==> config.mk <==
export PLATFORM = sky130hd
export DESIGN_NAME = rca_regs
export DESIGN_NICKNAME = d
export VERILOG_FILES = /design/src/logic/rca_pkg.sv /design/src/logic/rca_regs.sv /design/src/logic/rca_merit_calc.sv
export SDC_FILE = /design/constraint.sdc
export NUM_CORES = 1
export LEC_CHECK = 0
export BUFFER_PORTS_ARGS = -buffer_cell sky130_fd_sc_hd__buf_2
export CAP_MARGIN = 20
export CORE_MARGIN = 5
export CORE_UTILIZATION = 40
export DETAILED_ROUTE_END_ITERATION = 7
export GPL_TIMING_DRIVEN = 0
export PLACE_DENSITY = 0.56
export SYNTH_ARGS = -nofsm -noshare
export SYNTH_HDL_FRONTEND = slang
export SYNTH_HIERARCHICAL = 1
export SYNTH_SLANG_ARGS = --single-unit
==> constraint.sdc <==
create_clock -name clk_i -period 36.8 [get_ports clk_i]
set_input_delay 0 -clock clk_i [delete_from_list [all_inputs] [get_ports clk_i]]
set_output_delay 0 -clock clk_i [all_outputs]
set_load 0.02 [all_outputs]
==> src/logic/rca_pkg.sv <==
// Purpose: Shared constants for the retimer channel adaptation/status register slice.
// Assumes: Byte-wide register port, one 8-bit register per printed offset.
// Notes: Timing constants assume the 25 MHz core clock.
`default_nettype none
package rca_pkg;
    // ============================================================
    // Register offsets
    localparam logic [7:0] OFS_SIG_OBS = 8'h54;
    localparam logic [7:0] OFS_ALT_OBS = 8'h55;
    localparam logic [7:0] OFS_LOSS = 8'h56;
    localparam logic [7:0] OFS_G0_LO = 8'h60;
    localparam logic [7:0] OFS_G0_HI = 8'h61;
    localparam logic [7:0] OFS_G1_LO = 8'h62;
    localparam logic [7:0] OFS_G1_HI = 8'h63;
    localparam logic [7:0] OFS_DELTA = 8'h64;
    localparam logic [7:0] OFS_MON_INT = 8'h69;
    localparam logic [7:0] OFS_EYE_THR = 8'h6A;
    localparam logic [7:0] OFS_MERIT_A = 8'h6B;
    localparam logic [7:0] OFS_MERIT_B = 8'h6C;
    localparam logic [7:0] OFS_MERIT_C = 8'h6D;
    localparam logic [7:0] OFS_ALT_EN = 8'h6E;
    localparam logic [7:0] OFS_LOOK = 8'h70;
    localparam logic [7:0] OFS_TAP1 = 8'h71;
    localparam logic [7:0] OFS_TAP2 = 8'h72;

    // ============================================================
    // Reset values
    localparam logic [7:0] RST_ZERO = 8'h00;
    localparam logic [3:0] RST_MON_INT = 4'hA;
    localparam logic [3:0] RST_EYE_THR = 4'h4;
    localparam logic [7:0] RST_MERIT_A = 8'h40;
    localparam logic [2:0] RST_LOOK = 3'h3;

    // ============================================================
    // Field positions
    localparam int BIT_SIG_DET = 7;
    localparam int BIT_EQ_LIMIT = 6;
    localparam int BIT_LOCK_IRQ = 1;
    localparam int BIT_SIGDET_IRQ = 0;
    localparam int BIT_ALT_VIEW = 4;
    localparam int BIT_LOW_DIV = 0;
    localparam int BIT_LOCK_LOST = 1;
    localparam int BIT_SIG_LOST = 0;
    localparam int BIT_OVERRIDE = 7;
    localparam int BIT_ALT_LIN = 7;
    localparam int BIT_ALT_FB = 6;
    localparam int BIT_TAP1_SIGN = 5;
    localparam int BIT_TAP2_SIGN = 4;
    localparam int NUM_GROUPS = 2;

    // ============================================================
    // Merit arithmetic
    localparam logic signed [9:0] MERIT_FULL = 10'sh080;
    localparam int MERIT_DIV = 127;

    // ============================================================
    // Lock monitoring timing
    localparam real CLK_MHZ = 25.0;
    localparam real BASE_INTERVAL_MS = 6.5;
    localparam int BASE_INTERVAL_CYC = int'(BASE_INTERVAL_MS * CLK_MHZ * 1000.0);
endpackage
`default_nettype wire

==> src/logic/rca_regs.sv <==
// Purpose: Per-channel adaptation and status register slice of a serial retimer.
// Assumes: Simple byte register port; read data is registered one cycle after the strobe.
// Notes: Loss flags clear on read; an event in the read cycle survives the clear.
`timescale 1ns/1ps
`default_nettype none
module rca_regs
    import rca_pkg::*;
#(
    parameter int BASE_CYCLES = BASE_INTERVAL_CYC,
    parameter int CNT_W = 15,
    parameter int DELTA_W = 4
) (
    input wire logic clk_i,
    input wire logic reset_i,
    input wire logic [7:0] reg_addr_i,
    input wire logic [7:0] reg_wdata_i,
    input wire logic reg_wr_i,
    input wire logic reg_rd_i,
    output logic [7:0] reg_rdata_o,
    input wire logic signal_detect_i,
    input wire logic eq_limiting_i,
    input wire logic lock_irq_i,
    input wire logic sigdet_irq_i,
    input wire logic alt_view_i,
    input wire logic low_div_adapt_i,
    input wire logic lock_lost_i,
    input wire logic signal_lost_i,
    input wire logic tap1_sign_i,
    input wire logic [4:0] tap1_mag_i,
    input wire logic tap2_sign_i,
    input wire logic [3:0] tap2_mag_i,
    input wire logic [NUM_GROUPS-1:0][CNT_W-1:0] grp_builtin_count_i,
    input wire logic [NUM_GROUPS-1:0][DELTA_W-1:0] grp_builtin_delta_i,
    input wire logic lock_detectors_locked_i,
    input wire logic monitor_enable_i,
    input wire logic [7:0] horizontal_eye_opening_i,
    input wire logic [7:0] vertical_eye_opening_i,
    output logic [NUM_GROUPS-1:0][CNT_W-1:0] grp_count_o,
    output logic [NUM_GROUPS-1:0][DELTA_W-1:0] grp_delta_o,
    output logic [NUM_GROUPS-1:0] grp_override_o,
    output logic eye_sample_o,
    output logic [3:0] vert_lock_thr_o,
    output logic [3:0] horiz_lock_thr_o,
    output logic signed [19:0] adaptation_merit_o,
    output logic alt_merit_linear_o,
    output logic alt_merit_feedback_o,
    output logic [2:0] look_beyond_o
);
    // ============================================================
    // Storage
    logic [7:0] cnt_lo_r [NUM_GROUPS];
    logic [7:0] cnt_hi_r [NUM_GROUPS];
    logic [7:0] delta_r;
    logic [3:0] mon_int_r;
    logic [7:0] merit_a_r;
    logic [7:0] merit_b_r;
    logic [7:0] merit_c_r;
    logic [1:0] loss_r;
    logic [1:0] loss_nxt;
    logic [7:0] rdata_nxt;
    logic loss_rd;
    logic signed [19:0] merit_calc;
    logic mon_run;
    logic [17:0] base_cnt_r;
    logic [3:0] ivl_cnt_r;
    logic base_tick;

    localparam logic [7:0] GRP_LO_OFS [NUM_GROUPS] = '{OFS_G0_LO, OFS_G1_LO};
    localparam logic [7:0] GRP_HI_OFS [NUM_GROUPS] = '{OFS_G0_HI, OFS_G1_HI};

    // ============================================================
    // Frequency tolerance groups
    // One slice per group; override swaps built-in values for programmed ones
    for (genvar g = 0; g < NUM_GROUPS; g++) begin : g_grp
        logic [DELTA_W-1:0] prog_delta;
        // Group zero owns the upper delta nibble, group one the lower
        assign prog_delta = (g == 0) ? delta_r[7:4] : delta_r[3:0];

        // Count halves, both reset to zero
        always_ff @(posedge clk_i) begin
            if (reset_i) begin
                cnt_lo_r[g] <= RST_ZERO;
                cnt_hi_r[g] <= RST_ZERO;
            end else if (reg_wr_i) begin
                if (reg_addr_i == GRP_LO_OFS[g]) begin
                    cnt_lo_r[g] <= reg_wdata_i;
                end
                if (reg_addr_i == GRP_HI_OFS[g]) begin
                    cnt_hi_r[g] <= reg_wdata_i;
                end
            end
        end

        // Effective values presented to the recovery loop
        always_ff @(posedge clk_i) begin
            if (reset_i) begin
                grp_count_o[g] <= '0;
                grp_delta_o[g] <= '0;
                grp_override_o[g] <= 1'b0;
            end else begin
                grp_override_o[g] <= cnt_hi_r[g][BIT_OVERRIDE];
                if (cnt_hi_r[g][BIT_OVERRIDE]) begin
                    grp_count_o[g] <= {cnt_hi_r[g][6:0], cnt_lo_r[g]};
                    grp_delta_o[g] <= prog_delta;
                end else begin
                    grp_count_o[g] <= grp_builtin_count_i[g];
                    grp_delta_o[g] <= grp_builtin_delta_i[g];
                end
            end
        end
    end

    // ============================================================
    // Plain read/write configuration
    // Offsets for read-only registers have no write path at all
    always_ff @(posedge clk_i) begin
        if (reset_i) begin
            delta_r <= RST_ZERO;
            mon_int_r <= RST_MON_INT;
            vert_lock_thr_o <= RST_EYE_THR;
            horiz_lock_thr_o <= RST_EYE_THR;
            merit_a_r <= RST_MERIT_A;
            merit_b_r <= RST_ZERO;
            merit_c_r <= RST_ZERO;
            alt_merit_linear_o <= 1'b0;
            alt_merit_feedback_o <= 1'b0;
            look_beyond_o <= RST_LOOK;
        end else if (reg_wr_i) begin
            case (reg_addr_i)
                OFS_DELTA: begin
                    delta_r <= reg_wdata_i;
                end
                OFS_MON_INT: begin
                    mon_int_r <= reg_wdata_i[3:0];
                end
                OFS_EYE_THR: begin
                    vert_lock_thr_o <= reg_wdata_i[7:4];
                    horiz_lock_thr_o <= reg_wdata_i[3:0];
                end
                OFS_MERIT_A: begin
                    merit_a_r <= reg_wdata_i;
                end
                OFS_MERIT_B: begin
                    merit_b_r <= reg_wdata_i;
                end
                OFS_MERIT_C: begin
                    merit_c_r <= reg_wdata_i;
                end
                OFS_ALT_EN: begin
                    alt_merit_linear_o <= reg_wdata_i[BIT_ALT_LIN];
                    alt_merit_feedback_o <= reg_wdata_i[BIT_ALT_FB];
                end
                OFS_LOOK: begin
                    look_beyond_o <= reg_wdata_i[2:0];
                end
                default: begin
                end
            endcase
        end
    end

    // ============================================================
    // Sticky loss flags
    // Set wins over the read clear so an event in the read cycle survives
    assign loss_rd = reg_rd_i && (reg_addr_i == OFS_LOSS);
    always_comb begin
        loss_nxt = loss_rd ? 2'b00 : loss_r;
        loss_nxt[BIT_LOCK_LOST] = loss_nxt[BIT_LOCK_LOST] | lock_lost_i;
        loss_nxt[BIT_SIG_LOST] = loss_nxt[BIT_SIG_LOST] | signal_lost_i;
    end

    always_ff @(posedge clk_i) begin
        if (reset_i) begin
            loss_r <= 2'b00;
        end else begin
            loss_r <= loss_nxt;
        end
    end

    // ============================================================
    // Read mux
    // Observation and tap fields are sampled live at the read strobe
    always_comb begin
        rdata_nxt = RST_ZERO;
        case (reg_addr_i)
            OFS_SIG_OBS: begin
                rdata_nxt[BIT_SIG_DET] = signal_detect_i;
                rdata_nxt[BIT_EQ_LIMIT] = eq_limiting_i;
                rdata_nxt[BIT_LOCK_IRQ] = lock_irq_i;
                rdata_nxt[BIT_SIGDET_IRQ] = sigdet_irq_i;
            end
            OFS_ALT_OBS: begin
                rdata_nxt[BIT_ALT_VIEW] = alt_view_i;
                rdata_nxt[BIT_LOW_DIV] = low_div_adapt_i;
            end
            OFS_LOSS: begin
                rdata_nxt[1:0] = loss_r;
            end
            OFS_G0_LO: rdata_nxt = cnt_lo_r[0];
            OFS_G0_HI: rdata_nxt = cnt_hi_r[0];
            OFS_G1_LO: rdata_nxt = cnt_lo_r[1];
            OFS_G1_HI: rdata_nxt = cnt_hi_r[1];
            OFS_DELTA: rdata_nxt = delta_r;
            OFS_MON_INT: rdata_nxt[3:0] = mon_int_r;
            OFS_EYE_THR: rdata_nxt = {vert_lock_thr_o, horiz_lock_thr_o};
            OFS_MERIT_A: rdata_nxt = merit_a_r;
            OFS_MERIT_B: rdata_nxt = merit_b_r;
            OFS_MERIT_C: rdata_nxt = merit_c_r;
            OFS_ALT_EN: begin
                rdata_nxt[BIT_ALT_LIN] = alt_merit_linear_o;
                rdata_nxt[BIT_ALT_FB] = alt_merit_feedback_o;
            end
            OFS_LOOK: rdata_nxt[2:0] = look_beyond_o;
            OFS_TAP1: begin
                rdata_nxt[BIT_TAP1_SIGN] = tap1_sign_i;
                rdata_nxt[4:0] = tap1_mag_i;
            end
            OFS_TAP2: begin
                rdata_nxt[BIT_TAP2_SIGN] = tap2_sign_i;
                rdata_nxt[3:0] = tap2_mag_i;
            end
            default: rdata_nxt = RST_ZERO;
        endcase
    end

    // Read data holds until the next read strobe
    always_ff @(posedge clk_i) begin
        if (reset_i) begin
            reg_rdata_o <= RST_ZERO;
        end else if (reg_rd_i) begin
            reg_rdata_o <= rdata_nxt;
        end
    end

    // ============================================================
    // Lock monitoring interval
    // Counters restart whenever lock drops, so the first sample is a full N intervals out
    assign mon_run = lock_detectors_locked_i && monitor_enable_i;
    assign base_tick = (base_cnt_r == 18'(BASE_CYCLES - 1));

    always_ff @(posedge clk_i) begin
        if (reset_i || !mon_run) begin
            base_cnt_r <= '0;
        end else if (base_tick) begin
            base_cnt_r <= '0;
        end else begin
            base_cnt_r <= base_cnt_r + 18'd1;
        end
    end

    // A programmed count of zero behaves as one interval
    always_ff @(posedge clk_i) begin
        if (reset_i || !mon_run) begin
            ivl_cnt_r <= '0;
            eye_sample_o <= 1'b0;
        end else if (base_tick) begin
            if (ivl_cnt_r + 4'd1 >= mon_int_r) begin
                ivl_cnt_r <= '0;
                eye_sample_o <= 1'b1;
            end else begin
                ivl_cnt_r <= ivl_cnt_r + 4'd1;
                eye_sample_o <= 1'b0;
            end
        end else begin
            eye_sample_o <= 1'b0;
        end
    end

    // ============================================================
    // Adaptation merit
    rca_merit_calc u_merit (
        .horiz_i(horizontal_eye_opening_i),
        .vert_i(vertical_eye_opening_i),
        .weight_a_i(merit_a_r),
        .offset_b_i(merit_b_r),
        .offset_c_i(merit_c_r),
        .merit_o(merit_calc)
    );

    // Registered so the output comes straight from a flop
    always_ff @(posedge clk_i) begin
        if (reset_i) begin
            adaptation_merit_o <= '0;
        end else begin
            adaptation_merit_o <= merit_calc;
        end
    end
endmodule
`default_nettype wire

==> src/logic/rca_merit_calc.sv <==
// Purpose: Combinational adaptation merit from eye openings and weight terms.
// Assumes: Openings and terms are unsigned bytes; result is signed.
// Notes: Caller registers the result; the divider by a constant costs area.
`timescale 1ns/1ps
`default_nettype none
module rca_merit_calc
    import rca_pkg::*;
(
    input wire logic [7:0] horiz_i,
    input wire logic [7:0] vert_i,
    input wire logic [7:0] weight_a_i,
    input wire logic [7:0] offset_b_i,
    input wire logic [7:0] offset_c_i,
    output logic signed [19:0] merit_o
);
    // ============================================================
    // Weighted terms
    logic signed [9:0] h_diff;
    logic signed [9:0] v_diff;
    logic signed [9:0] w_h;
    logic signed [9:0] w_v;
    logic signed [19:0] h_term;
    logic signed [19:0] v_term;

    // Differences go negative when the offset exceeds the opening
    always_comb begin
        h_diff = $signed({2'b00, horiz_i}) - $signed({2'b00, offset_b_i});
        v_diff = $signed({2'b00, vert_i}) - $signed({2'b00, offset_c_i});
        w_h = $signed({2'b00, weight_a_i});
        w_v = MERIT_FULL - w_h;
        h_term = (20'(h_diff) * 20'(w_h)) / 20'(MERIT_DIV);
        v_term = (20'(v_diff) * 20'(w_v)) / 20'(MERIT_DIV);
        merit_o = (h_term < v_term) ? h_term : v_term;
    end
endmodule
`default_nettype wire

==> results.tsv <==
metric	value	unit
clock_tree.buffer_depth	2	
critPathLaunchType	flip-flop	
grt_use_total	23.2	%
fin_util	45.3	%
synth_top_family_by_area	simple AND/OR/NAND/NOR gates	
status	finished, final reports clean	
period_needed	19.32	ns
met3_usage	3.99	%
io_buffer_count	167	
ys.flop_type	dfxtp_1	
ctsHoldBuffers	46	
syn-cell-area	0.0220	mm²
tns	0	ns
critPathMaxStageDelay	0.56	ns
grt_antenna_before_repair	6	
synth_xor_xnor_area_share	6.07	%
ant_nets	0	
drcViolationCount	0	
ys_seq_area_share	17.3	%
synth_top_area_cell	dfxtp_1	
hp-start	monitor_enable_i	
power.density	36.1	mW/mm²
syn2layout_area_growth	12.9	%
dp_slack	17.59	ns
rsz0062_at_grt	false	
drt_iter0_drc	1381	
yosys_warnings	6	
dieArea	0.0597	mm²
setup_violations	0	
swShare	46.6	%
numCtsBuffers	17	
synth-compound-area-share	22.3	%
leakage	10.5	nW
grt_overflow	0	
max_clock_freq	51.8	MHz
first_global_vias	20900	
grt-busiest-layer	met2	
fp.dieW	244	µm
pwr-share-comb	54.7	%
grt_max_degree	21	
pin_count	177	
gp_congestion	0.980	
worstReg2RegEnd	adaptation_merit_o[18]	
critPathKind	flip-flop to flip-flop	
totalWireLength	71.2	mm
tightest_slew	1.14	ns
crit_fanout	10	
clockPowerShare	22.0	%
row_count	86	
ys_top_cells_by_count	inv_1, nor2_1, nand2_1	
hold_end	base_cnt_r[12]	
grt_pass1_wl	113	mm
synthSimpleGateAreaFrac	23.6	%
drt_pass1_iterations	5	
post_cts_buffers	0	
core-area	0.0548	mm²
hp-class	input port to flip-flop	
whs_path_depth	4	
r2r_cells	73	
synthMuxAreaShare	5.29	%
cts.sinks	174	
critPathSlowestCell	fa_1	
final_max_slew_viol_count	0	
tritoncts	built	
syn_inst	2707	
fin_skew	0.00838	ns
start_util	40.1	%
hold_violations	0	
htreeDepth	4	
vias	21200	
yosysMostFrequentCell	inv_1	
nets	3293	
drive_gt1_share	12.9	%
synthArstFlopShare	0	%
arrival	19.69	ns
endpoint_kind	flip-flop	
die_h	244	µm
synth_nets	3056	
timing.final.ws_setup	17.48	ns
avgRoutedWirePerCell	19.4	µm
drt-vias-per-instance	5.78	
cp.required	37.17	ns
cts.clk_slew.worst_paths	0.09	ns
gr-usage-met1	29.0	%
p_switching	418	µW
maxSlewHeadroom	23.2	%
post_cts_resize_count	0	
synth.ff_latch_count	174	
p_seq_share	23.3	%
dp_hpwl	57.8	mm
rrSetupSlack	17.48	ns
reg2reg_from	merit_c_r[0]	
cap_violations	0	
cts-root-buf	clkbuf_16	
synth-edff-count	32	
timing.final.crit_share	52.5	%
use_met2	40.7	%
vdd_drop_max	0.0396	mV
intPower	478	µW
netlist-cell-type-count	131	
synth_area_leaders	dfxtp_1, fa_1, ha_1, edfxtp_1, inv_1	
clock_latency	0.48	ns
yosysTopAreaCellShare	12.9	%
avgSynthCellArea	8.12	µm²
synthAdderAreaFrac	19.1	%
-- metrics by stage --
stage          hold WS (ns)  power (mW)  std cells  instance area (µm²)
6_report             0.0380       0.896       3662                24800
5_1_grt              0.0338       0.959       3661                24800
4_1_cts            0.000700       0.897       3660                24800
3_5_place_dp          0.238       0.692       3582                23700
3_3_place_gp          0.225       0.686       3578                23700
2_1_floorplan         0.117       0.575       2707                22000
-- metal layers --
layer | share of wire [%] | vias up
met5 | 0.086 | -
met4 | 3.2 | 8
met3 | 5.5 | 156
met2 | 48 | 711
met1 | 43 | 10200
li1 | - | 10100
-- sequential cells by signal (all words and copies together) (netlist names), 8 cells and up --
| name | cells |
|---|---|
| reg_rdata_o | 8 |
| grp_count_o | 30 |
| merit_b_r | 8 |
| cnt_hi_r | 16 |
| base_cnt_r | 18 |
| adaptation_merit_o | 20 |
| merit_c_r | 8 |
| grp_delta_o | 8 |
| merit_a_r | 8 |
| cnt_lo_r | 16 |
| delta_r | 8 |
-- cells by family (layout without fill, tap and decap cells) --
logic type	after synthesis	in the layout
AO/OA/AOI/OAI	667	667
other	0	1
XOR/XNOR	149	149
multiplexers	111	111
adder cells (fa/ha/maj)	256	256
flip-flops	174	174
buffers and inverters	349	599
AND/OR/NAND/NOR	1001	1001
-- area by class of cell --
class | instances | area [µm²]
diodes | 1 | 2.50
plain buffers | 107 | 473
clock buffers | 18 | 450
clock inverters | 14 | 183
fillers | 5472 | 29900
inverters | 242 | 908
multi-input cells | 2184 | 16800
flip-flops and latches | 174 | 3800
well taps | 704 | 881
repair buffers | 218 | 1330
-- worst max-delay path: cells and delay by family, from the launching register on --
family                   cells  cell delay, ns
flip-flops                   1            0.43
AO/OA/AOI/OAI               29            7.97
buffers and inverters        5            0.40
adder cells (fa/ha/maj)     11            4.22
AND/OR/NAND/NOR             25            5.32
XOR/XNOR                     1            0.30
multiplexers                 2            0.57
-- how the worst max path moves through the flow --
stage | start | endpoint | slack [ns]
floorplan | merit_c_r[0] | adaptation_merit_o[12] | 20.52
global placement | merit_c_r[0] | adaptation_merit_o[18] | 17.61
detailed placement | merit_c_r[0] | adaptation_merit_o[18] | 17.59
CTS | merit_c_r[0] | adaptation_merit_o[18] | 17.52
global route | merit_c_r[0] | adaptation_merit_o[18] | 16.01
finish | merit_c_r[0] | adaptation_merit_o[18] | 17.48
-- power groups by stage --
stage | registers [mW] | logic [mW] | clock network [mW]
2_1_floorplan | 0.223 | 0.352 | 0
3_3_place_gp | 0.214 | 0.472 | 0
3_5_place_dp | 0.213 | 0.479 | 0
4_1_cts | 0.209 | 0.485 | 0.202
5_1_grt | 0.210 | 0.539 | 0.209
6_report | 0.209 | 0.490 | 0.197
-- placed cells by master, fill, tap and decap left out, types with 21 or more instances in the layout --
cell,count
mux2i_1,88
dfxtp_1,142
buf_2,199
fa_1,133
nand2_1,235
inv_1,239
edfxtp_1,32
dlygate4sd3_1,46
o211ai_1,26
xnor2_1,87
or3_1,23
nor2_1,237
nand3_1,100
xor2_1,58
a21o_1,37
nor3_1,64
ha_1,121
nor2b_1,53
a31oi_1,22
a21oi_1,141
and3_1,21
clkbuf_1,61
nand2b_1,31
a211oi_1,21
o21ai_0,106
and2_1,82
nand4_1,24
Note: power is estimated with default switching activity, not from simulation.
